--- src/ppc_pkg.sv ---
package ppc_pkg;

  // ---------------------------------------------------------------
  // Sizes
  // ---------------------------------------------------------------
  localparam int NUM_PORTS  = 10;
  localparam int CODE_W     = 8;
  localparam int ADDR_W     = 8;
  localparam int DATA_W     = 32;
  localparam int IDX_W      = 6;
  localparam int PWM_CNT_W  = 8;

  // ---------------------------------------------------------------
  // Register indexes (byte address is four times the index)
  // ---------------------------------------------------------------
  localparam logic [IDX_W-1:0] IDX_PORT_DRIVE_0   = 6'h00;
  localparam logic [IDX_W-1:0] IDX_PORT_DRIVE_9   = 6'h09;
  localparam logic [IDX_W-1:0] IDX_GROUP_ALL      = 6'h0a;
  localparam logic [IDX_W-1:0] IDX_GROUP_0_3      = 6'h0b;
  localparam logic [IDX_W-1:0] IDX_GROUP_4_7      = 6'h0c;
  localparam logic [IDX_W-1:0] IDX_GROUP_8_9      = 6'h0d;
  localparam logic [IDX_W-1:0] IDX_PIN_LEVELS_LOW  = 6'h0e;
  localparam logic [IDX_W-1:0] IDX_PIN_LEVELS_HIGH = 6'h0f;
  localparam logic [IDX_W-1:0] IDX_PWM_CONFIG     = 6'h10;

  // ---------------------------------------------------------------
  // Drive codes
  // ---------------------------------------------------------------
  localparam logic [CODE_W-1:0] CODE_LOGIC_LOW   = 8'h00;
  localparam logic [CODE_W-1:0] CODE_LOGIC_INPUT = 8'h01;
  localparam logic [CODE_W-1:0] CODE_SINK_STATIC = 8'h02;
  localparam logic [CODE_W-1:0] CODE_PWM_FIRST   = 8'h03;
  localparam logic [CODE_W-1:0] CODE_PWM_LAST    = 8'hfe;
  localparam logic [CODE_W-1:0] CODE_HIGH_Z      = 8'hff;

  // ---------------------------------------------------------------
  // Configuration fields and reset values
  // ---------------------------------------------------------------
  localparam int CFG_CLK_SEL_BIT = 7;
  localparam int CFG_RUN_BIT     = 0;
  localparam logic [CODE_W-1:0] PORT_DRIVE_RESET = 8'hff;
  localparam logic              CFG_RUN_RESET    = 1'b1;

endpackage : ppc_pkg

--- src/ppc_top.sv ---
// Overview of operation
// - Ten 8-bit drive registers at indexes 0x00 to 0x09 each set one pin.
// - Code 0x00 drives the pin low, input buffer on, reads 0, kept in shutdown.
// - Code 0x01 leaves the pin high impedance as a logic input, kept in shutdown.
// - Code 0x02 sinks current continuously, input off, off in shutdown.
// - Codes 0x03 to 0xfe sink current with duty code/256, off in shutdown.
// - Code 0xff leaves the pin high impedance with sink and input off.
// - The low levels register returns pins 7 to 0 in bits 7 to 0.
// - The high levels register returns pins 9 and 8 in bits 1 and 0, rest zero.
// - A pin not set as logic input reads as zero in the levels registers.
// - Writes to the levels registers are ignored.
// - The PWM time base is the internal oscillator or the external clock pin.
// - The reset clock source depends on the device variant.
// - Group addresses write several drive registers; reads give the lowest.
//
// Decided for this implementation: the APB slave port.
module ppc_top
  import ppc_pkg::*;
#(
  parameter logic VARIANT_EXT_CLK = 1'b0
) (
  input  wire logic                            pclk,
  input  wire logic                            presetn,
  input  wire logic                            ce,
  input  wire logic                            psel,
  input  wire logic                            penable,
  input  wire logic                            pwrite,
  input  wire logic [ppc_pkg::ADDR_W-1:0]      paddr,
  input  wire logic [ppc_pkg::DATA_W-1:0]      pwdata,
  output logic      [ppc_pkg::DATA_W-1:0]      prdata,
  output logic                                 pready,
  output logic                                 pslverr,
  input  wire logic                            internal_osc_in,
  input  wire logic                            serial_out_or_pwm_clock_pin_in,
  input  wire logic [ppc_pkg::NUM_PORTS-1:0]   port_pin_in,
  output logic      [ppc_pkg::NUM_PORTS-1:0]   port_pin_out,
  output logic      [ppc_pkg::NUM_PORTS-1:0]   port_pin_oe,
  output logic      [ppc_pkg::NUM_PORTS-1:0]   port_sink_en,
  output logic      [ppc_pkg::NUM_PORTS-1:0]   general_input_buffer_en
);

  // ---------------------------------------------------------------
  // APB decode
  // ---------------------------------------------------------------
  logic [IDX_W-1:0] idx;
  logic             mapped;
  logic             setup_ph;
  logic             wr_acc;

  assign idx      = paddr[ADDR_W-1:2];
  assign mapped   = (paddr[1:0] == 2'h0) && (idx <= IDX_PWM_CONFIG);
  assign setup_ph = psel && !penable;
  assign wr_acc   = psel && penable && pwrite && mapped;
  assign pready   = 1'b1;
  assign pslverr  = psel && penable && !mapped;

  // ---------------------------------------------------------------
  // Drive registers
  // ---------------------------------------------------------------
  logic [NUM_PORTS-1:0][CODE_W-1:0] drive_reg;
  logic [NUM_PORTS-1:0]             wr_sel;

  always_comb begin
    wr_sel = '0;
    if (wr_acc) begin
      unique case (idx)
        IDX_GROUP_ALL: wr_sel = 10'h3ff;
        IDX_GROUP_0_3: wr_sel = 10'h00f;
        IDX_GROUP_4_7: wr_sel = 10'h0f0;
        IDX_GROUP_8_9: wr_sel = 10'h300;
        default: begin
          if (idx <= IDX_PORT_DRIVE_9) begin
            wr_sel[idx[3:0]] = 1'b1;
          end
        end
      endcase
    end
  end

  always_ff @(posedge pclk or negedge presetn) begin
    if (!presetn) begin
      drive_reg <= {NUM_PORTS{PORT_DRIVE_RESET}};
    end else if (ce) begin
      for (int i = 0; i < NUM_PORTS; i++) begin
        if (wr_sel[i]) begin
          drive_reg[i] <= pwdata[CODE_W-1:0];
        end
      end
    end
  end

  // ---------------------------------------------------------------
  // Configuration register
  // ---------------------------------------------------------------
  logic run_reg;

  always_ff @(posedge pclk or negedge presetn) begin
    if (!presetn) begin
      run_reg <= CFG_RUN_RESET;
    end else if (ce && wr_acc && idx == IDX_PWM_CONFIG) begin
      run_reg <= pwdata[CFG_RUN_BIT];
    end
  end

  // Variant strap taken once after reset release
  logic strap_done_reg;
  logic clk_src_reg;

  always_ff @(posedge pclk or negedge presetn) begin
    if (!presetn) begin
      strap_done_reg <= 1'b0;
    end else if (ce) begin
      strap_done_reg <= 1'b1;
    end
  end

  always_ff @(posedge pclk or negedge presetn) begin
    if (!presetn) begin
      clk_src_reg <= 1'b0;
    end else if (ce) begin
      if (!strap_done_reg) begin
        clk_src_reg <= VARIANT_EXT_CLK;
      end else if (wr_acc && idx == IDX_PWM_CONFIG) begin
        clk_src_reg <= pwdata[CFG_CLK_SEL_BIT];
      end
    end
  end

  // ---------------------------------------------------------------
  // Pin level synchroniser and masking
  // ---------------------------------------------------------------
  logic [NUM_PORTS-1:0] pin_s1_reg;
  logic [NUM_PORTS-1:0] pin_s2_reg;
  logic [NUM_PORTS-1:0] levels;

  always_ff @(posedge pclk or negedge presetn) begin
    if (!presetn) begin
      pin_s1_reg <= '0;
      pin_s2_reg <= '0;
    end else if (ce) begin
      pin_s1_reg <= port_pin_in;
      pin_s2_reg <= pin_s1_reg;
    end
  end

  always_comb begin
    for (int i = 0; i < NUM_PORTS; i++) begin
      levels[i] = (drive_reg[i] == CODE_LOGIC_INPUT) && pin_s2_reg[i];
    end
  end

  // ---------------------------------------------------------------
  // Read data, loaded in the setup phase
  // ---------------------------------------------------------------
  logic [DATA_W-1:0] rd_next;

  always_comb begin
    rd_next = '0;
    unique case (idx)
      IDX_GROUP_ALL:       rd_next[7:0] = drive_reg[0];
      IDX_GROUP_0_3:       rd_next[7:0] = drive_reg[0];
      IDX_GROUP_4_7:       rd_next[7:0] = drive_reg[4];
      IDX_GROUP_8_9:       rd_next[7:0] = drive_reg[8];
      IDX_PIN_LEVELS_LOW:  rd_next[7:0] = levels[7:0];
      IDX_PIN_LEVELS_HIGH: rd_next[1:0] = levels[9:8];
      IDX_PWM_CONFIG: begin
        rd_next[CFG_CLK_SEL_BIT] = clk_src_reg;
        rd_next[CFG_RUN_BIT]     = run_reg;
      end
      default: begin
        if (idx <= IDX_PORT_DRIVE_9) begin
          rd_next[7:0] = drive_reg[idx[3:0]];
        end
      end
    endcase
    if (!mapped) begin
      rd_next = '0;
    end
  end

  always_ff @(posedge pclk or negedge presetn) begin
    if (!presetn) begin
      prdata <= '0;
    end else if (ce && setup_ph && !pwrite) begin
      prdata <= rd_next;
    end
  end

  // ---------------------------------------------------------------
  // PWM time base
  // ---------------------------------------------------------------
  logic [1:0]           osc_s1_reg;
  logic [1:0]           osc_s2_reg;
  logic                 tb_prev_reg;
  logic                 tb_level;
  logic                 tb_tick;
  logic [PWM_CNT_W-1:0] pwm_cnt_reg;

  always_ff @(posedge pclk or negedge presetn) begin
    if (!presetn) begin
      osc_s1_reg <= '0;
      osc_s2_reg <= '0;
    end else if (ce) begin
      osc_s1_reg <= {serial_out_or_pwm_clock_pin_in, internal_osc_in};
      osc_s2_reg <= osc_s1_reg;
    end
  end

  assign tb_level = clk_src_reg ? osc_s2_reg[1] : osc_s2_reg[0];
  assign tb_tick  = tb_level && !tb_prev_reg;

  always_ff @(posedge pclk or negedge presetn) begin
    if (!presetn) begin
      tb_prev_reg <= 1'b0;
    end else if (ce) begin
      tb_prev_reg <= tb_level;
    end
  end

  always_ff @(posedge pclk or negedge presetn) begin
    if (!presetn) begin
      pwm_cnt_reg <= '0;
    end else if (ce && tb_tick) begin
      pwm_cnt_reg <= pwm_cnt_reg + 8'h01;
    end
  end

  // ---------------------------------------------------------------
  // Pin drivers
  // ---------------------------------------------------------------
  logic [NUM_PORTS-1:0] sink_next;
  logic [NUM_PORTS-1:0] oe_next;
  logic [NUM_PORTS-1:0] ibuf_next;

  always_comb begin
    for (int i = 0; i < NUM_PORTS; i++) begin
      oe_next[i]   = (drive_reg[i] == CODE_LOGIC_LOW);
      ibuf_next[i] = (drive_reg[i] == CODE_LOGIC_LOW) ||
                     (drive_reg[i] == CODE_LOGIC_INPUT);
      sink_next[i] = 1'b0;
      if (run_reg) begin
        if (drive_reg[i] == CODE_SINK_STATIC) begin
          sink_next[i] = 1'b1;
        end else if (drive_reg[i] >= CODE_PWM_FIRST &&
                     drive_reg[i] <= CODE_PWM_LAST) begin
          sink_next[i] = (pwm_cnt_reg < drive_reg[i]);
        end
      end
    end
  end

  always_ff @(posedge pclk or negedge presetn) begin
    if (!presetn) begin
      port_pin_oe             <= '0;
      port_sink_en            <= '0;
      general_input_buffer_en <= '0;
      port_pin_out            <= '0;
    end else if (ce) begin
      port_pin_oe             <= oe_next;
      port_sink_en            <= sink_next;
      general_input_buffer_en <= ibuf_next;
      port_pin_out            <= '0;
    end
  end

  // ---------------------------------------------------------------
  // Checks
  // ---------------------------------------------------------------
  a_low_drive: assert property (@(posedge pclk) disable iff (!presetn)
    ce && drive_reg[0] == 8'h00 |=> port_pin_oe[0] && !port_sink_en[0]
      && general_input_buffer_en[0])
    else $error("code 0x00 did not drive pin low");

  a_input_hiz: assert property (@(posedge pclk) disable iff (!presetn)
    ce && drive_reg[1] == 8'h01 |=> !port_pin_oe[1] && !port_sink_en[1]
      && general_input_buffer_en[1])
    else $error("code 0x01 is not a logic input");

  a_sink_static: assert property (@(posedge pclk) disable iff (!presetn)
    ce && run_reg && drive_reg[2] == 8'h02 |=> port_sink_en[2]
      && !general_input_buffer_en[2])
    else $error("code 0x02 did not sink");

  a_sink_shutdown: assert property (@(posedge pclk) disable iff (!presetn)
    ce && !run_reg |=> port_sink_en == '0)
    else $error("sink active in shutdown");

  a_hiz_code: assert property (@(posedge pclk) disable iff (!presetn)
    ce && drive_reg[3] == 8'hff |=> !port_sink_en[3] && !port_pin_oe[3]
      && !general_input_buffer_en[3])
    else $error("code 0xff not high impedance");

  a_pwm_duty: assert property (@(posedge pclk) disable iff (!presetn)
    ce && run_reg && drive_reg[4] >= 8'h03 && drive_reg[4] <= 8'hfe
      |=> port_sink_en[4] == ($past(pwm_cnt_reg) < $past(drive_reg[4])))
    else $error("PWM sink does not follow duty");

  a_high_zero: assert property (@(posedge pclk) disable iff (!presetn)
    ce && setup_ph && !pwrite && paddr == 8'h3c |=> prdata[31:2] == '0
      && prdata[1:0] == $past(levels[9:8]))
    else $error("high levels read wrong");

  a_level_mask: assert property (@(posedge pclk) disable iff (!presetn)
    ce && setup_ph && !pwrite && paddr == 8'h38 && drive_reg[0] != 8'h01
      |=> prdata[0] == 1'b0)
    else $error("non-input pin read as one");

  a_ro_ignored: assert property (@(posedge pclk) disable iff (!presetn)
    psel && penable && pwrite && paddr[7:3] == 5'h07 |=> $stable(drive_reg)
      && $stable(run_reg))
    else $error("write to levels register changed state");

  a_group_write: assert property (@(posedge pclk) disable iff (!presetn)
    ce && psel && penable && pwrite && paddr == 8'h34
      |=> drive_reg[8] == $past(pwdata[7:0])
      && drive_reg[9] == $past(pwdata[7:0]) && $stable(drive_reg[7]))
    else $error("group write to pins 8-9 failed");

  a_level_sync: assert property (@(posedge pclk) disable iff (!presetn)
    ce ##1 ce |=> pin_s2_reg == $past(port_pin_in, 2))
    else $error("pin level not two stages late");

  a_port_write: assert property (@(posedge pclk) disable iff (!presetn)
    ce && psel && penable && pwrite && paddr == 8'h14
      |=> drive_reg[5] == $past(pwdata[7:0]))
    else $error("single port write lost");

  a_bad_write: assert property (@(posedge pclk) disable iff (!presetn)
    ce && psel && penable && pwrite && paddr[1:0] != 2'h0
      |=> $stable(drive_reg) && $stable(run_reg))
    else $error("misaligned write changed state");

  a_oe_shutdown: assert property (@(posedge pclk) disable iff (!presetn)
    ce && !run_reg && drive_reg[1] == 8'h00
      |=> port_pin_oe[1] && !port_sink_en[1])
    else $error("low drive lost in shutdown");

  a_pwm_off: assert property (@(posedge pclk) disable iff (!presetn)
    ce && drive_reg[5] >= 8'h03 && drive_reg[5] <= 8'hfe
      |=> !general_input_buffer_en[5] && !port_pin_oe[5])
    else $error("PWM code left input or low drive on");

  a_low_levels: assert property (@(posedge pclk) disable iff (!presetn)
    ce && setup_ph && !pwrite && paddr == 8'h38
      |=> prdata == {24'h0, $past(levels[7:0])})
    else $error("low levels read wrong");

  a_int_tick: assert property (@(posedge pclk) disable iff (!presetn)
    ce && !clk_src_reg && osc_s2_reg[0] && !tb_prev_reg
      |=> pwm_cnt_reg == $past(pwm_cnt_reg) + 8'h01)
    else $error("internal time base edge not counted");

  a_ext_tick: assert property (@(posedge pclk) disable iff (!presetn)
    ce && clk_src_reg && osc_s2_reg[1] && !tb_prev_reg
      |=> pwm_cnt_reg == $past(pwm_cnt_reg) + 8'h01)
    else $error("external time base edge not counted");

  a_clk_strap: assert property (@(posedge pclk) disable iff (!presetn)
    $rose(strap_done_reg) |-> clk_src_reg == VARIANT_EXT_CLK)
    else $error("reset clock source not taken from variant");

  a_group_all: assert property (@(posedge pclk) disable iff (!presetn)
    ce && psel && penable && pwrite && paddr == 8'h28
      |=> drive_reg[0] == $past(pwdata[7:0]) && drive_reg[9] == drive_reg[0])
    else $error("group write to all pins failed");

  a_group_read: assert property (@(posedge pclk) disable iff (!presetn)
    ce && setup_ph && !pwrite && paddr == 8'h30
      |=> prdata == {24'h0, $past(drive_reg[4])})
    else $error("group read not lowest port");

  a_count_hold: assert property (@(posedge pclk) disable iff (!presetn)
    ce && !tb_tick |=> $stable(pwm_cnt_reg))
    else $error("PWM counter moved without a tick");

endmodule // ppc_top

--- config.mk ---
export PLATFORM = sky130hd
export DESIGN_NAME = ppc_top
export DESIGN_NICKNAME = d
export VERILOG_FILES = /design/src/ppc_pkg.sv /design/src/ppc_top.sv
export SDC_FILE = /design/constraint.sdc
export NUM_CORES = 1
export LEC_CHECK = 0
export BUFFER_PORTS_ARGS = -buffer_cell sky130_fd_sc_hd__buf_2
export CORE_UTILIZATION = 30
export DETAILED_ROUTE_END_ITERATION = 10
export PLACE_DENSITY = 0.54
export SYNTH_ARGS = -nofsm -noshare
export SYNTH_HDL_FRONTEND = slang
export SYNTH_SLANG_ARGS = --single-unit
--- constraint.sdc ---
create_clock -name pclk -period 2.3 [get_ports pclk]
set_input_delay 0.69 -clock pclk [delete_from_list [all_inputs] [get_ports pclk]]
set_output_delay 0.69 -clock pclk [all_outputs]
set_load 0.02 [all_outputs]
# Yosys cells after proc, flatten, opt, wreduce, memory -nomap -nowiden
# Index checks and enable logic that the tools add are counted.
# word_totals
wordCells,204
rom_bits,0
mem_bits_rw,0
out_inout_bits,74
latch_bits,0
n_memories,0
reg_bits,178
inputBits,58
# op_classes
n_reduce_logical,72
muxes,46
div,0
bitwise_logic,0
multipliers,0
shift,0
n_lt_le_gt_ge,34
eq_ne,28
addsub,1
# ops
cell,count
"== test 8 x 1 -> 1 bit, second input constant",10
"== test 8 x 2 -> 1 bit, second input constant",10
"greater-or-equal comparator 8 x 2 -> 1 bit, second input constant",10
"less-or-equal comparator 8 bit, second input constant",10
zero test 8 bit,10
less-than comparator 8 bit,10
case mux 10 bit (4 select lines),1
"== test 6 x 4 -> 1 bit, second input constant",6
logical AND 1 bit,34
2-to-1 mux 1 bit,34
binary-select mux 8 bit (select 4 bit),1
case mux 5 bit (5 select lines),1
2-to-1 mux 8 bit,3
AND reduction 2 bit,11
2-to-1 mux 10 bit,2
case mux 1 bit (6 select lines),3
logical OR 1 bit,10
"adder 8 x 1 -> 8 bit, second input constant",1
"== test 6 x 5 -> 1 bit, second input constant",1
"less-or-equal comparator 6 x 4 -> 1 bit, second input constant",1
"less-or-equal comparator 6 x 5 -> 1 bit, second input constant",1
"less-than comparator 4 x 5 -> 1 bit, second input constant",1
demux 1 bit (select 4 bit),1
"greater-or-equal comparator 4 x 1 -> 1 bit, second input constant",1
other kinds (4),8

# Depth between registers and ports, before layout
# logic_depth
word_depth,8
mapped_depth,8
depth_no_buf,7

# Worst setup path after synthesis
# Ideal clock, no wire load.
# synth_path
path_type,input port to flip-flop
start,in paddr[2] (netlist name)
end,reg run_reg
arrival_ns,2.250
setup_ns,0.082
stages,5
n_path_buf,1
required_ns,2.218
path_slack_ns,-0.032
path_cell_list,buf_2 -> or4_1 -> nor3_1 -> nor3b_1 -> mux2_2
# synth_between
elab_chain_len,5
word_cells_on_any_way,6
cone_classes,1 x order compare; 1 x eq/ne; 4 x reduce/logical
# synth_rtl
item,line,source
from (decl),ppc_top.sv:28,"input wire logic [ppc_pkg::ADDR_W-1:0] paddr,"
less-or-equal comparator 6 x 5 -> 1 bit,ppc_top.sv:51,assign mapped = (paddr[1:0] == 2'h0) && (idx <= IDX_PWM_CONFIG);
logical AND 1 bit,ppc_top.sv:51,
logical AND 1 bit,ppc_top.sv:53,assign wr_acc = psel && penable && pwrite && mapped;
logical AND 1 bit,ppc_top.sv:100,end else if (ce && wr_acc && idx == IDX_PWM_CONFIG) begin
logical AND 1 bit *,ppc_top.sv:100,
to (signal assigned),ppc_top.sv:101,run_reg <= pwdata[CFG_RUN_BIT];
to (decl),ppc_top.sv:95,logic run_reg;
# Mark *: on every way between the ends. The rest lies on a longest branch, timed or not.
# A chain may end at the register's enable or synchronous reset.

# Worst setup path after layout
# layout_path
start,reg pwm_cnt_reg[5]
end,reg port_sink_en[0] (netlist name)
# layout_between
elab_chain_len,4
# layout_rtl
item,line,source
from (decl),ppc_top.sv:197,logic [PWM_CNT_W-1:0] pwm_cnt_reg;
from (signal assigned),ppc_top.sv:224,pwm_cnt_reg <= pwm_cnt_reg + 8'h01;
less-than comparator 8 bit,ppc_top.sv:246,sink_next[i] = (pwm_cnt_reg < drive_reg[i]);
2-to-1 mux 1 bit,ppc_top.sv:244,end else if (drive_reg[i] >= CODE_PWM_FIRST &&
2-to-1 mux 1 bit,ppc_top.sv:242,if (drive_reg[i] == CODE_SINK_STATIC) begin
2-to-1 mux 1 bit,ppc_top.sv:241,if (run_reg) begin
to (signal assigned),ppc_top.sv:260,port_sink_en <= sink_next;
to (decl),ppc_top.sv:38,"output logic [ppc_pkg::NUM_PORTS-1:0] port_sink_en,"
# No other way between the ends.

==> results.md <==
* Outcome: finished, violations left
* Failing checks: setup timing
* Number of flops mapped to enable cells by yosys at 0
* Worst clock skew at 0.0139 ns
* R2R setup slack at -0.002 ns
* Cts bufs inserted at 17
* Slew Limit Fails at 0
* Crit path DAT at 2.67 ns
* Worst slew pin tran at 0.792 ns
* Average wire per standard cell at 21.2 um
* Detailed Route WL at 31700 um
* Final hold viol count at 0
* Die H at 181 um
* DP Area at 10900 um^2
* Placed Cells at 1459
* Worst EP required at 2.66 ns
* Syn. warnings at 0
* Number of flip-flops in the largest register at 80
* P&R area growth vs syn at 20.4%
* Vias in the first global route at 7948
* Max_slew headroom at 47.2%
* Finished Layout Cells at 1492
* Sequential-to-total area share from yosys stat at 41.0%
* Post-route cell area at 11600 um^2
* CP Launch Type: flip-flop
* Post-Syn Area at 9640 um^2
* RSZ-0062 raised after global routing: false
* Crit end category: flip-flop
* Max VDD drop at 0.000460 V
* Initial antenna violation count at 0
* Worst Hold Slack at 0.183 ns
* Grt ovf at 0
* TritonCTS Sinks at 154
* LEAKAGE at 5.29 nW
* Avg Inst Size Synth at 10.2 um^2
* Critical Path Max Stage Delay at 0.77 ns
* First-pass DRT Iterations at 6
* Detailed placement HPWL at 23500 um
* Iteration-0 DRC Markers at 561
* Reg2Reg Capture Point: port_sink_en[0]$_DFFE_PN0P_
* Setup slack after layout at -0.00221 ns
* Root Driver: clkbuf_16
* Tmin final at 2.30 ns
* Setup WS pre-CTS at -0.235 ns
* Clock slew at reported path FFs at 0.08 ns
* Gpl congestion at 0.936
* Cell accounting for the most synthesized area: dfstp_2
* Gr usage total at 19.9%
* Synth async-reset ratio at 100%
* Core Region at 31600 um^2
* Layout cell share with drive strength beyond 1 at 35.7%
* Reg area at 3960 um^2
* CTS tree: built
* First-pass GRT wire length at 48800 um
* Number of fill cells in the layout at 3175
* Worst-Skew Late Latency at 0.45 ns
* Nets@finish at 1206
* Tightest Hold Check Type: input port to asynchronous set/reset pin
* Vias/cell at 5.37
* Cell Rows at 65
* Synth unique cells at 65
* Slowest stage cell, crit path: dfrtp_1
* Max Cap Violations at 0
* Post-DRT Antenna Nets at 0
* RR Startpoint: pwm_cnt_reg[5]$_DFFE_PN0P_
* Fin crit share at 100%
* Cells after Synth at 942
* Multi-input gate area at 5140 um^2
* Fmax at 434 MHz
* Initial Utilization at 30.6%
* Buf/Inv on CP at 0
* N_diodes at 0
* I/O pins at 132
* I/O Buffers at 72
* Cells on worst reg2reg path at 6
* Detailed-route DRC error count at 0
* #FFs+latches synth at 154
* Worst path top cell family by delay: compound AO/OA/AOI/OAI gates
* Largest net degree at the start of global routing at 46
* Die area at 32900 um^2
* Post-synth top area share at 22.1%
* Maximum clock path buffer count at 2
* Routed via count at 8019
* Die X at 181 um
* Crit Path Class: flip-flop to flip-flop
* Finish-stage setup viols at 1
* CP max FO at 9
* CP Cell Sequence: ha_1, nand3_1, nor2_1, a2111oi_0, nand2_1, o21ai_0
* Final TNS setup at -0.00221 ns
* PD cells at 664 nW/um^2
* Synth Flop Type: dfstp_2
* Area contributors post-synth: dfstp_2 22%, dfrtp_1 19%, mux2_2 11%
* H-tree depth at 4
per-stage QoR:
| stage | util (%) | power [W] |
|---|---|---|
| floorplan | - | 0.00417 |
| global placement | 34.7 | 0.00477 |
| detailed placement | 34.7 | 0.00481 |
| CTS | 36.7 | 0.00777 |
| global route | 36.8 | 0.00811 |
| finish | 36.8 | 0.00771 |
layer usage:
layer  vias to the layer above  global-route usage (%)  part of all wire [%]
li1                       3652                       -                     -
met1                      4034                    27.2                    46
met2                       285                    31.6                    47
met3                        48                    3.53                   5.0
met4                         0                    6.85                   2.5
met5                         -                       0                     0
placed cells by master, fill, tap and decap left out, drive strengths merged, types with 5 or more instances in the layout:
cell / netlist / final
conb: 2 / 35
clkbuf: 18 / 17
a22oi: 6 / 6
inv: 79 / 91
nand2: 77 / 77
mux2i: 13 / 13
nand3: 16 / 16
ha: 71 / 71
nor4: 22 / 22
a21o: 15 / 15
buf: 54 / 155
a2111oi: 6 / 6
mux4: 13 / 13
xnor2: 5 / 5
a22o: 10 / 10
mux2: 92 / 92
a32oi: 6 / 6
o21ai: 57 / 57
nand4: 32 / 32
nor3: 27 / 27
a21oi: 39 / 39
dfstp: 81 / 81
or4: 8 / 8
nand2b: 9 / 9
and3: 5 / 5
dfrtp: 73 / 73
nor2: 40 / 40
where the power goes:
part | switching, W | internal, W | total [W]
clock | 0.00137 | 0.00156 | 0.00293
sequential | 0.000323 | 0.00290 | 0.00323
combinational | 0.000862 | 0.000693 | 0.00156
cells by family after synthesis:
logic type,synth area share (%)
other,0.0779
buffers and inverters,7.47
XOR/XNOR,0.817
AND/OR/NAND/NOR,14.3
AO/OA/AOI/OAI,12.0
multiplexers,15.1
flip-flops,41.0
adder cells (fa/ha/maj),9.21
worst register-to-register path: stages, from the launching register on:
cell       delay (ns)
dfrtp_1          0.77
ha_1             0.36
nand3_1          0.09
nor2_1           0.06
a2111oi_0        0.66
nand2_1          0.10
o21ai_0          0.17
layout make-up:
cell class / instances / share of cell area [%]
clock buffers: 17 / 3.66
clock inverters: 15 / 1.43
inverters: 80 / 2.59
multi-input cells: 669 / 44.3
flip-flops and latches: 154 / 34.1
well taps: 402 / 4.33
repair buffers: 155 / 9.66
timing repair:
action / 4_1_cts / 5_1_grt
resized for setup: 10 / 5
hold buffers: 0 / 0
setup buffers: 1 / 0
gates cloned: 0 / 0
pin swaps: 2 / 1
setup endpoints to repair: 1 / 3
worst max-delay path by stage:
stage,start,end,slack [ns],depth (start not counted)
CTS,paddr[2],pslverr,0.0003,6
finish,pwm_cnt_reg[5]$_DFFE_PN0P_,port_sink_en[0]$_DFFE_PN0P_,-0.002,6
global route,paddr[2],pslverr,0.0007,6
floorplan,paddr[2],prdata[5]$_DFFE_PN0P_,-0.001,5
detailed placement,paddr[3],prdata[1]$_DFFE_PN0P_,-0.23,8
global placement,paddr[3],prdata[1]$_DFFE_PN0P_,-0.22,8
cell usage after synthesis (4+ instances only):
cell	count
nor3_4	4
o221ai_1	4
ha_1	71
buf_1	4
a2111oi_0	6
and3_1	5
mux2_2	91
a21boi_0	4
nand2b_1	9
mux2i_1	13
nor4_1	22
nand4_1	32
a22oi_1	6
xor2_1	4
a22o_1	10
buf_2	15
nand2_1	77
or4_1	8
a21oi_1	39
mux4_2	13
a21o_1	15
inv_1	79
o21ai_0	57
a32oi_1	6
dfstp_2	81
nand3_1	16
dfrtp_1	73
nor3_1	23
clkbuf_1	18
a31oi_1	4
nor2_1	38
buf_4	35
xnor2_1	5
Power figures use the tool's default switching activity.
